**config.mk**
```make
export PLATFORM = sky130hd
export DESIGN_NAME = asc_sram_host
export DESIGN_NICKNAME = d
export VERILOG_FILES = /design/src/logic/asc_pkg.sv /design/src/logic/asc_delay_cnt.sv /design/src/logic/asc_sram_host.sv
export SDC_FILE = /design/constraint.sdc
export NUM_CORES = 1
export LEC_CHECK = 0
export BUFFER_PORTS_ARGS = -buffer_cell sky130_fd_sc_hd__clkbuf_2
export CORE_ASPECT_RATIO = 0.75
export CORE_UTILIZATION = 52
export CTS_CLUSTER_DIAMETER = 60
export CTS_CLUSTER_SIZE = 8
export DETAILED_ROUTE_END_ITERATION = 6
export PLACE_DENSITY = 0.77
export SYNTH_ARGS = -nofsm -noshare
export SYNTH_HDL_FRONTEND = slang
export SYNTH_SLANG_ARGS = --single-unit
```
**constraint.sdc**
```tcl
create_clock -name clk -period 3.3 [get_ports clk]
set_input_delay 0.33 -clock clk [delete_from_list [all_inputs] [get_ports clk]]
set_output_delay 0.33 -clock clk [all_outputs]
set_load 0.03 [all_outputs]
```
**src/logic/asc_pkg.sv**
```systemverilog
// Purpose: constants and types for the asynchronous sram host controller
// Assumes: 100 MHz clock, 10 ns period
// Notes:   times in ns/us as printed, cycle counts derived
package asc_pkg;

    localparam int CLK_PERIOD_NS = 10;
    localparam int ADDR_W        = 17;
    localparam int DATA_W        = 16;

    // ---------------------------------------------------------------
    // speed grade times, slow grade kept so both grades are safe
    // ---------------------------------------------------------------
    localparam int WRITE_DATA_SETUP_NS      = 6;
    localparam int STROBE_TO_FLOAT_DELAY_NS = 6;
    localparam int ENABLE_TO_WRITE_END_NS   = 8;
    localparam int LANE_ENABLE_ACCESS_NS    = 7;
    localparam int ADDRESS_TO_DATA_NS       = 12;
    localparam int OUTPUT_FLOAT_NS          = 6;
    localparam int RETENTION_RECOVERY_NS    = 12;
    localparam int POWER_UP_WAIT_US         = 100;

    function automatic int ceil_cycles(input int ns);
        int c;
        c = (ns + CLK_PERIOD_NS - 1) / CLK_PERIOD_NS;
        return (c < 1) ? 1 : c;
    endfunction : ceil_cycles

    localparam int WR_LOW_CYC   = ceil_cycles(
        (WRITE_DATA_SETUP_NS + STROBE_TO_FLOAT_DELAY_NS > ENABLE_TO_WRITE_END_NS)
        ? WRITE_DATA_SETUP_NS + STROBE_TO_FLOAT_DELAY_NS : ENABLE_TO_WRITE_END_NS);
    localparam int RD_WAIT_CYC  = ceil_cycles(
        (ADDRESS_TO_DATA_NS > LANE_ENABLE_ACCESS_NS) ? ADDRESS_TO_DATA_NS : LANE_ENABLE_ACCESS_NS) + 1;
    localparam int FLOAT_CYC    = ceil_cycles(OUTPUT_FLOAT_NS);
    localparam int RECOVER_CYC  = ceil_cycles(RETENTION_RECOVERY_NS);
    localparam int POWER_UP_CYC = POWER_UP_WAIT_US * 1000 / CLK_PERIOD_NS;

    localparam int CNT_W = 17;

    typedef enum logic [2:0] {
        ASC_POWER_UP = 3'b000,
        ASC_IDLE     = 3'b001,
        ASC_READ     = 3'b010,
        ASC_WRITE    = 3'b011,
        ASC_TURN     = 3'b100,
        ASC_RETAIN   = 3'b101,
        ASC_RECOVER  = 3'b110
    } asc_state_t;

endpackage : asc_pkg

```
**src/logic/asc_delay_cnt.sv**
```systemverilog
// Purpose: loadable down counter flagging expiry of a wait
// Assumes: load and count are synchronous
// Notes:   done is registered, high once count reaches zero (low after reset)
`timescale 1ns/1ns
module asc_delay_cnt (
    input  wire logic                   clk,
    input  wire logic                   rst_n,
    input  wire logic                   load,
    input  wire logic [asc_pkg::CNT_W-1:0] value,
    output logic                        done
);
    import asc_pkg::*;

    typedef struct packed {
        logic [CNT_W-1:0] cnt;
        logic             done;
    } asc_cnt_t;

    asc_cnt_t r;
    asc_cnt_t next_r;

    always_comb begin
        next_r = r;
        if (load) begin
            next_r.cnt  = value;
            next_r.done = (value == '0);
        end else if (r.cnt != '0) begin
            next_r.cnt  = r.cnt - 1'b1;
            next_r.done = (r.cnt == {{(CNT_W-1){1'b0}}, 1'b1});
        end
    end

    always_ff @(posedge clk or negedge rst_n) begin
        if (!rst_n) begin
            r <= '0;
        end else begin
            r <= next_r;
        end
    end

    assign done = r.done;
endmodule : asc_delay_cnt

```
**src/logic/asc_sram_host.sv**
```systemverilog
// Purpose: host controller sequencing reads, writes, power-up and retention
// Assumes: synchronous user inputs; sram pins sampled on clk
// Notes:   timings taken from the slower grade so both grades work
//
// Functional notes
// - write needs strobe, select, lane low together
// - write ends at first rising control edge
// - data set up before write-ending edge
// - data held through write-ending edge
// - address valid by write start
// - address set up before write end
// - address held through write end
// - select low long enough before end
// - lane enable low long before end
// - strobe pulse covers setup plus float
// - wait 100 us after supply stable
// - deselect before supply drops to retention
// - wait recovery time after retention exit
// - write strobe high during reads
// - lane enables select byte halves
// - never drive bus while device drives
`timescale 1ns/1ns
module asc_sram_host (
    input  wire logic                    clk,
    input  wire logic                    rst_n,
    input  wire logic                    req_valid,
    input  wire logic                    req_write,
    input  wire logic [asc_pkg::ADDR_W-1:0] req_addr,
    input  wire logic [asc_pkg::DATA_W-1:0] req_wdata,
    input  wire logic [1:0]              req_lanes,
    input  wire logic                    retain_req,
    output logic                         req_ready,
    output logic                         rsp_valid,
    output logic [asc_pkg::DATA_W-1:0]   rsp_rdata,
    output logic                         retain_ack,
    output logic                         sram_chip_sel_n,
    output logic                         sram_write_n,
    output logic                         sram_out_en_n,
    output logic                         lower_byte_lane_n,
    output logic                         upper_byte_lane_n,
    output logic [asc_pkg::ADDR_W-1:0]   sram_addr,
    output logic [asc_pkg::DATA_W-1:0]   sram_dq_out,
    output logic                         sram_dq_oe,
    input  wire logic [asc_pkg::DATA_W-1:0] sram_dq_in
);
    import asc_pkg::*;

    // ---------------------------------------------------------------
    // reset release
    // ---------------------------------------------------------------
    logic rst_meta;
    logic rst_sync_n;

    always_ff @(posedge clk or negedge rst_n) begin
        if (!rst_n) begin
            rst_meta   <= 1'b0;
            rst_sync_n <= 1'b0;
        end else begin
            rst_meta   <= 1'b1;
            rst_sync_n <= rst_meta;
        end
    end

    // ---------------------------------------------------------------
    // state
    // ---------------------------------------------------------------
    typedef struct packed {
        asc_state_t          state;
        logic                req_ready;
        logic                rsp_valid;
        logic [DATA_W-1:0]   rdata;
        logic                retain_ack;
        logic                cs_n;
        logic                we_n;
        logic                oe_n;
        logic                lb_n;
        logic                ub_n;
        logic [ADDR_W-1:0]   addr;
        logic [DATA_W-1:0]   dq_out;
        logic                dq_oe;
        logic [1:0]          lanes;
        logic                pu_loaded;
    } asc_host_t;

    asc_host_t r;
    asc_host_t next_r;

    logic              cnt_load;
    logic [CNT_W-1:0]  cnt_value;
    logic              cnt_done;

    asc_delay_cnt asc_delay_cnt_inst (
        .clk   (clk),
        .rst_n (rst_sync_n),
        .load  (cnt_load),
        .value (cnt_value),
        .done  (cnt_done)
    );

    function automatic logic [CNT_W-1:0] cyc(input int n);
        return CNT_W'(n);
    endfunction : cyc

    // ---------------------------------------------------------------
    // sequencer
    // ---------------------------------------------------------------
    always_comb begin
        next_r          = r;
        next_r.rsp_valid = 1'b0;
        cnt_load        = 1'b0;
        cnt_value       = '0;
        case (r.state)
            ASC_POWER_UP: begin
                next_r.pu_loaded = 1'b1;
                if (!r.pu_loaded) begin
                    // first cycle after reset starts the supply-settle wait
                    cnt_load  = 1'b1;
                    cnt_value = cyc(POWER_UP_CYC);
                end else if (cnt_done) begin
                    next_r.state     = ASC_IDLE;
                    next_r.req_ready = 1'b1;
                end
            end
            ASC_IDLE: begin
                if (retain_req) begin
                    // select already high; retention only after that is seen
                    next_r.cs_n       = 1'b1;
                    next_r.retain_ack = 1'b1;
                    next_r.req_ready  = 1'b0;
                    next_r.state      = ASC_RETAIN;
                end else if (req_valid && req_lanes != 2'b00) begin
                    next_r.req_ready = 1'b0;
                    next_r.addr      = req_addr;
                    next_r.lanes     = req_lanes;
                    next_r.cs_n      = 1'b0;
                    next_r.lb_n      = ~req_lanes[0];
                    next_r.ub_n      = ~req_lanes[1];
                    cnt_load         = 1'b1;
                    if (req_write) begin
                        // strobe, select, lanes fall together to open the overlap
                        next_r.we_n   = 1'b0;
                        next_r.oe_n   = 1'b1;
                        next_r.dq_out = req_wdata;
                        next_r.dq_oe  = 1'b1;
                        cnt_value     = cyc(WR_LOW_CYC - 1);
                        next_r.state  = ASC_WRITE;
                    end else begin
                        next_r.we_n  = 1'b1;
                        next_r.oe_n  = 1'b0;
                        next_r.dq_oe = 1'b0;
                        cnt_value    = cyc(RD_WAIT_CYC - 1);
                        next_r.state = ASC_READ;
                    end
                end
            end
            ASC_WRITE: begin
                if (cnt_done) begin
                    // all controls rise on one edge; address and data stay
                    next_r.we_n  = 1'b1;
                    next_r.cs_n  = 1'b1;
                    next_r.lb_n  = 1'b1;
                    next_r.ub_n  = 1'b1;
                    cnt_load     = 1'b1;
                    cnt_value    = cyc(0);
                    next_r.state = ASC_TURN;
                end
            end
            ASC_READ: begin
                if (cnt_done) begin
                    next_r.rdata     = sram_dq_in;
                    if (!r.lanes[0]) begin
                        next_r.rdata[7:0] = 8'h00;
                    end
                    if (!r.lanes[1]) begin
                        next_r.rdata[15:8] = 8'h00;
                    end
                    next_r.rsp_valid = 1'b1;
                    next_r.oe_n      = 1'b1;
                    next_r.cs_n      = 1'b1;
                    next_r.lb_n      = 1'b1;
                    next_r.ub_n      = 1'b1;
                    cnt_load         = 1'b1;
                    cnt_value        = cyc(FLOAT_CYC - 1);
                    next_r.state     = ASC_TURN;
                end
            end
            ASC_TURN: begin
                // data released one cycle after the strobe rose, before drive
                next_r.dq_oe = 1'b0;
                if (cnt_done) begin
                    next_r.req_ready = 1'b1;
                    next_r.state     = ASC_IDLE;
                end
            end
            ASC_RETAIN: begin
                if (!retain_req) begin
                    next_r.retain_ack = 1'b0;
                    cnt_load          = 1'b1;
                    cnt_value         = cyc(RECOVER_CYC);
                    next_r.state      = ASC_RECOVER;
                end
            end
            ASC_RECOVER: begin
                if (cnt_done) begin
                    next_r.req_ready = 1'b1;
                    next_r.state     = ASC_IDLE;
                end
            end
            default: begin
                next_r.state = ASC_IDLE;
            end
        endcase
    end

    always_ff @(posedge clk or negedge rst_sync_n) begin
        if (!rst_sync_n) begin
            r       <= '0;
            r.state <= ASC_POWER_UP;
            r.cs_n  <= 1'b1;
            r.we_n  <= 1'b1;
            r.oe_n  <= 1'b1;
            r.lb_n  <= 1'b1;
            r.ub_n  <= 1'b1;
        end else begin
            r <= next_r;
        end
    end

    // ---------------------------------------------------------------
    // outputs
    // ---------------------------------------------------------------
    assign req_ready         = r.req_ready;
    assign rsp_valid         = r.rsp_valid;
    assign rsp_rdata         = r.rdata;
    assign retain_ack        = r.retain_ack;
    assign sram_chip_sel_n   = r.cs_n;
    assign sram_write_n      = r.we_n;
    assign sram_out_en_n     = r.oe_n;
    assign lower_byte_lane_n = r.lb_n;
    assign upper_byte_lane_n = r.ub_n;
    assign sram_addr         = r.addr;
    assign sram_dq_out       = r.dq_out;
    assign sram_dq_oe        = r.dq_oe;
endmodule : asc_sram_host

```
# After elaboration in Yosys (flattened, before gate mapping)
# Index checks and enable logic that the tools add are counted.
# totals
output_inout_bits	58
elab_cells	108
reg_bits	84
# classes
mux	44
eq_ne	16
n_reduce_logical	25
bitwise_logic	3
n_addsub	1
# op_table
cell	count
$mux W17	4
$pmux W17 S3	1
$mux W41	1
$mux W40	1
$mux W18	2
$reduce_and A4 Y1	5
$eq A17 B1 Y1 const B	1
$logic_not A17 Y1	1
$reduce_bool A17 Y1	1
$sub A17 B1 Y17 const B	1
$mux W16	1
$mux W4	4
$mux W8	2
$pmux W3 S5	1
$mux W14	1
$reduce_and A3 Y1	4
$reduce_bool A2 Y1	6
$mux W1	11
$ne A2 B2 Y1 const B	5
$eq A3 B3 Y1 const B	3
$mux W3	3
$mux W2	4
$pmux W1 S2	4
$eq A3 B2 Y1 const B	2
13 further kinds	20

# Depth between registers and ports, before layout
# depth
word_depth	7
depth_mapped	8
mapped_depth_nobuf	7

# Modules after synthesis
# Synthesis repeated with hierarchy kept, for this count alone.
# unflattened
hier_cells	396
hier_area_um2	4195.3
# by_module_without_submodules
module	n_inst	area_per_inst_um2	cells_each
asc_sram_host	1	3047.9	268
asc_delay_cnt	1	1147.4	128

# Worst setup path after synthesis
# Ideal clock, no wire load.
# synth_timing
path_type	register -> register
start	register asc_delay_cnt_inst.r[1] (netlist name)
end	register asc_delay_cnt_inst.r[15] (netlist name)
arrival_ps	1614
slack_ps	1566
n_path_buf	0
required_ps	3180
synth_period_minus_slack_ps	1734
stages_incl_launch_ff	8
setup_time_ps	120
path_cell_list	dfrtp_1 -> inv_1 -> ha_1 -> or4b_4 -> nor3_2 -> nand3_1 -> xor2_1 -> nor2_2
# synth_via
elab_chain_cells	3
word_cells_on_any_way	5
classes_between	add/sub: 1; mux: 2; reduce/logical: 2
# synth_rtl
item	line_no	source
start: declaration	asc_delay_cnt.sv:19	asc_cnt_t r;
start signal: assignment	asc_delay_cnt.sv:37	r <= next_r;
$sub A17 B1 Y17	asc_delay_cnt.sv:28	next_r.cnt = r.cnt - 1'b1;
$mux W18	asc_delay_cnt.sv:27	end else if (r.cnt != '0) begin
$mux W18	asc_delay_cnt.sv:24	if (load) begin
# Parallel ways exist; a longest one is shown, timed or not. The select of a mux whose other input is x is not followed.
# A chain may end at the register's enable or synchronous reset.

# Worst setup path after layout
# layout_timing
start	register r[63] (netlist name)
end	register r, in the netlist rsp_rdata[0]
# layout_via
elab_chain_cells	2
# layout_rtl
item	line_no	source
start: declaration	asc_sram_host.sv:85	asc_host_t r;
start signal: assignment	asc_sram_host.sv:225	r <= next_r;
$eq A3 B2 Y1	asc_sram_host.sv:112	case (r.state)
$reduce_and A2 Y1 (no line)	n/a	
# Every way passes these cells.

==> results by group <==
Clock network
  – Post-CTS setup buffer count: 0
  – Worst-Skew Late Latency: 340 ps
  – Clock Path Buffers: 2
  – CTS Root Cell: clkbuf_8
  – CTS clk-pin slew, worst paths: 90 ps
  – Htree depth: 3
  – CTS Buf Count: 9
  – CTS sink count: 84
  – CTS tree: built

Floorplan
  – I/O pin count: 114
  – Rows: 27
  – Die span in y: 79.0 um
  – Die W: 105 um
  – Core ar.: 0.00750 mm^2
  – Starting density of the core: 54.8%
  – Die area: 0.00826 mm^2

Timing
  – Slew Limit Fails: 0
  – Worst slew pin tran: 1010 ps
  – Slew HR: 32.4%
  – TNS Setup: 0 ps
  – Max Clock Freq: 458 MHz
  – Fin crit share: 66.1%
  – Final setup violation count: 0
  – RSZ-0062 raised after global routing: no
  – Final Hold Fails: 0
  – Clk_skew: 13.1 ps
  – Final worst path period need: 2180 ps

Critical path
  – Most frequent cell on the critical path: nand2_1
  – CP max stage delay: 600 ps
  – CP delay by family, top: simple AND/OR/NAND/NOR gates
  – R2R depth: 5
  – Critical path origin: r[63]
  – CP max FO: 33
  – Levels on crit path: 5
  – Critical Path End Type: register
  – Critical-path cell list: nand2b_1 -> nor2_1 -> nand2_1 -> nand2_1 -> o21ai_0
  – RR Startpoint: r[63]
  – Buf+Inv Stages, Crit Path: 0
  – Critical Path RT: 3490 ps
  – WP data arrival: 2370 ps
  – Setup crit start kind: register
  – Setup CP Type: register to register
  – Slowest cell on the critical path: nand2_1

Pwr
  – Gate power share: 41.4%
  – Leak Pwr: 2.39 nW
  – Cell Pwr Density: 968 mW/mm^2
  – Clock Power Share: 17.8%
  – Int Pwr: 0.00252 W
  – Reg power frac: 40.8%
  – Psw: 0.00192 W
  – Total power: 0.00444 W
  – Worst vdd ir: 0.474 mV
  – Net Sw Frac: 43.2%

Yosys
  – Async S/R FF share, synth: 100%
  – Synth cell types: 52
  – Register bit total from synthesis: 84
  – Syn Inst Count: 427
  – Largest cells by area after synthesis: dfrtp_1 48%, nand2_1 9.6%, buf_4 9.1%
  – YS warnings: 0
  – Post-synth EDFFs: 0
  – Main synth FF type: dfrtp_1
  – Sequential share of the synthesized area: 51.3%
  – Largest area contributor in the netlist: dfrtp_1
  – Post-Syn Area per Cell: 9.62 um^2
  – Cell Area, Synth: 0.00411 mm^2
  – Share of the synthesized area in the top cell type: 48.1%
  – Syn nets: 486

Placed design
  – Area post-placement: 0.00436 mm^2
  – GPL Wtd Cong: 0.839
  – Post-DP HPWL: 5450 um
  – PortBufs: 113

Global route
  – Vias in the first global route: 2933
  – Largest net degree at the start of global routing: 83
  – Initial antenna violation count: 0
  – First-pass GRT wire length: 13500 um
  – Gr usage total: 20.5%
  – Global route overflow: 0

Route
  – DR WL/cell: 13.1 um
  – First DRT Iteration DRCs: 245
  – Final ANT Viol Nets: 0
  – Initial DRT Pass Iterations: 5
  – Post-Route WL: 7790 um
  – # DRC: 0
  – Via count: 2968
  – Vias/cell: 5.01

Min path
  – HP Start: req_addr[2]
  – Class of the worst hold path: input pin to register
  – Hold depth: 3

Cells and area
  – Commonest non-fill, non-tap cell in the layout: clkbuf_2
  – Synth-to-layout area growth: 11.7%
  – Layout cells sized above 1: 33.7%
  – Post-route cell area: 0.00459 mm^2
  – Fill count: 692
  – ANT cells: 0
  – Final net count: 546
  – Most frequent cells in the layout: 113 x clkbuf_2, 105 x nand2_1, 78 x dfrtp_1, 29 x nor2_1, 25 x o21ai_0

Status
  – Status: finished, final reports clean

Flow run
  – Maxcap violations: 0
kinds of logic (layout without fill, tap and decap cells):
logic type / count (synthesis) / in the layout / share of synthesized area (%)
xor gates and xnor gates: 15 / 15 / 3.20
muxes: 17 / 17 / 4.66
adders and majority gates: 3 / 3 / 0.914
and+or+nand+nor: 177 / 177 / 20.0
other: 1 / 1 / 0.0913
AOI/OAI and AO/OA: 56 / 56 / 8.19
buffers and inverters: 74 / 139 / 11.6
DFF: 84 / 84 / 51.3
stage by stage:
stage / util, % / setup WS [ps] / instances / hold WS [ps]
floorplan: - / 796 / 427 / 34.4
global placement: 58.2 / 1280 / 576 / 117
detailed placement: 58.2 / 1140 / 576 / 117
CTS: 61.2 / 1140 / 593 / 157
global route: 61.2 / 828 / 593 / 161
finish: 61.2 / 1120 / 593 / 171
synthesized netlist by cell type, drive strengths merged, types with 3 or more instances:
library cell,instances
nand2,107
inv,8
nor4,4
nand3,6
o21ai,26
nor2,31
a21o,5
and3,3
dfrtp,79
nand2b,3
mux2,17
nor3,9
xor2,12
buf,57
a21oi,12
xnor2,3
ha,3
clkbuf,9
dfstp,5
state kept, by name, summed over array words and instances (netlist names), 6 cells and up:
name	cells
rsp_rdata	16
r	6
asc_delay_cnt_inst.r	17
sram_addr	17
sram_dq_out	16
worst reg2reg max path, stage by stage (launching register included):
cell and delay [ps]:
dfrtp_1 530, nand2b_1 280, nor2_1 270, nand2_1 600
nand2_1 250, o21ai_0 110
worst paths after layout:
check	end	slack, ps
max	rsp_rdata[0]	1120
min	sram_addr[2]	170
max reg2reg	rsp_rdata[0]	1120
min reg2reg	rst_sync_n	370
max in group asynchronous	asc_delay_cnt_inst.r[12]	2130
min in group asynchronous	rst_sync_n	290
per-layer routing:
layer | wire, um | vias up | global-route usage, %
met5 | 0 | - | 0
met4 | 54 | 0 | 5.21
met3 | 504 | 6 | 5.42
met2 | 3500 | 110 | 33.0
met1 | 3730 | 1379 | 27.6
li1 | - | 1473 | -
power groups by stage:
stage / combinational, W / clock, W / sequential [W]
after floorplan: 0.00176 / 0 / 0.00175
after global placement: 0.00180 / 0 / 0.00181
after detailed placement: 0.00185 / 0 / 0.00183
after CTS: 0.00186 / 0.000822 / 0.00181
after global routing: 0.00202 / 0.000865 / 0.00188
final: 0.00184 / 0.000791 / 0.00181
area by class of cell:
class,instances,area (um^2),share of cell area (%)
Sequential cell,84,2110,46.0
Tap cell,101,126,2.75
Timing Repair Buffer,115,583,12.7
Multi-Input combinational cell,269,1520,33.2
Clock buffer,11,131,2.86
Inverter,8,30.0,0.654
Clock inverter,5,85.1,1.85
repair_timing:
item                                   CTS  global route
hold buffers                             1             0
setup endpoints to repair                0             0
resized for setup                        0             0
endpoints found under the hold margin    2             0
(Power assumes the default switching activity.)
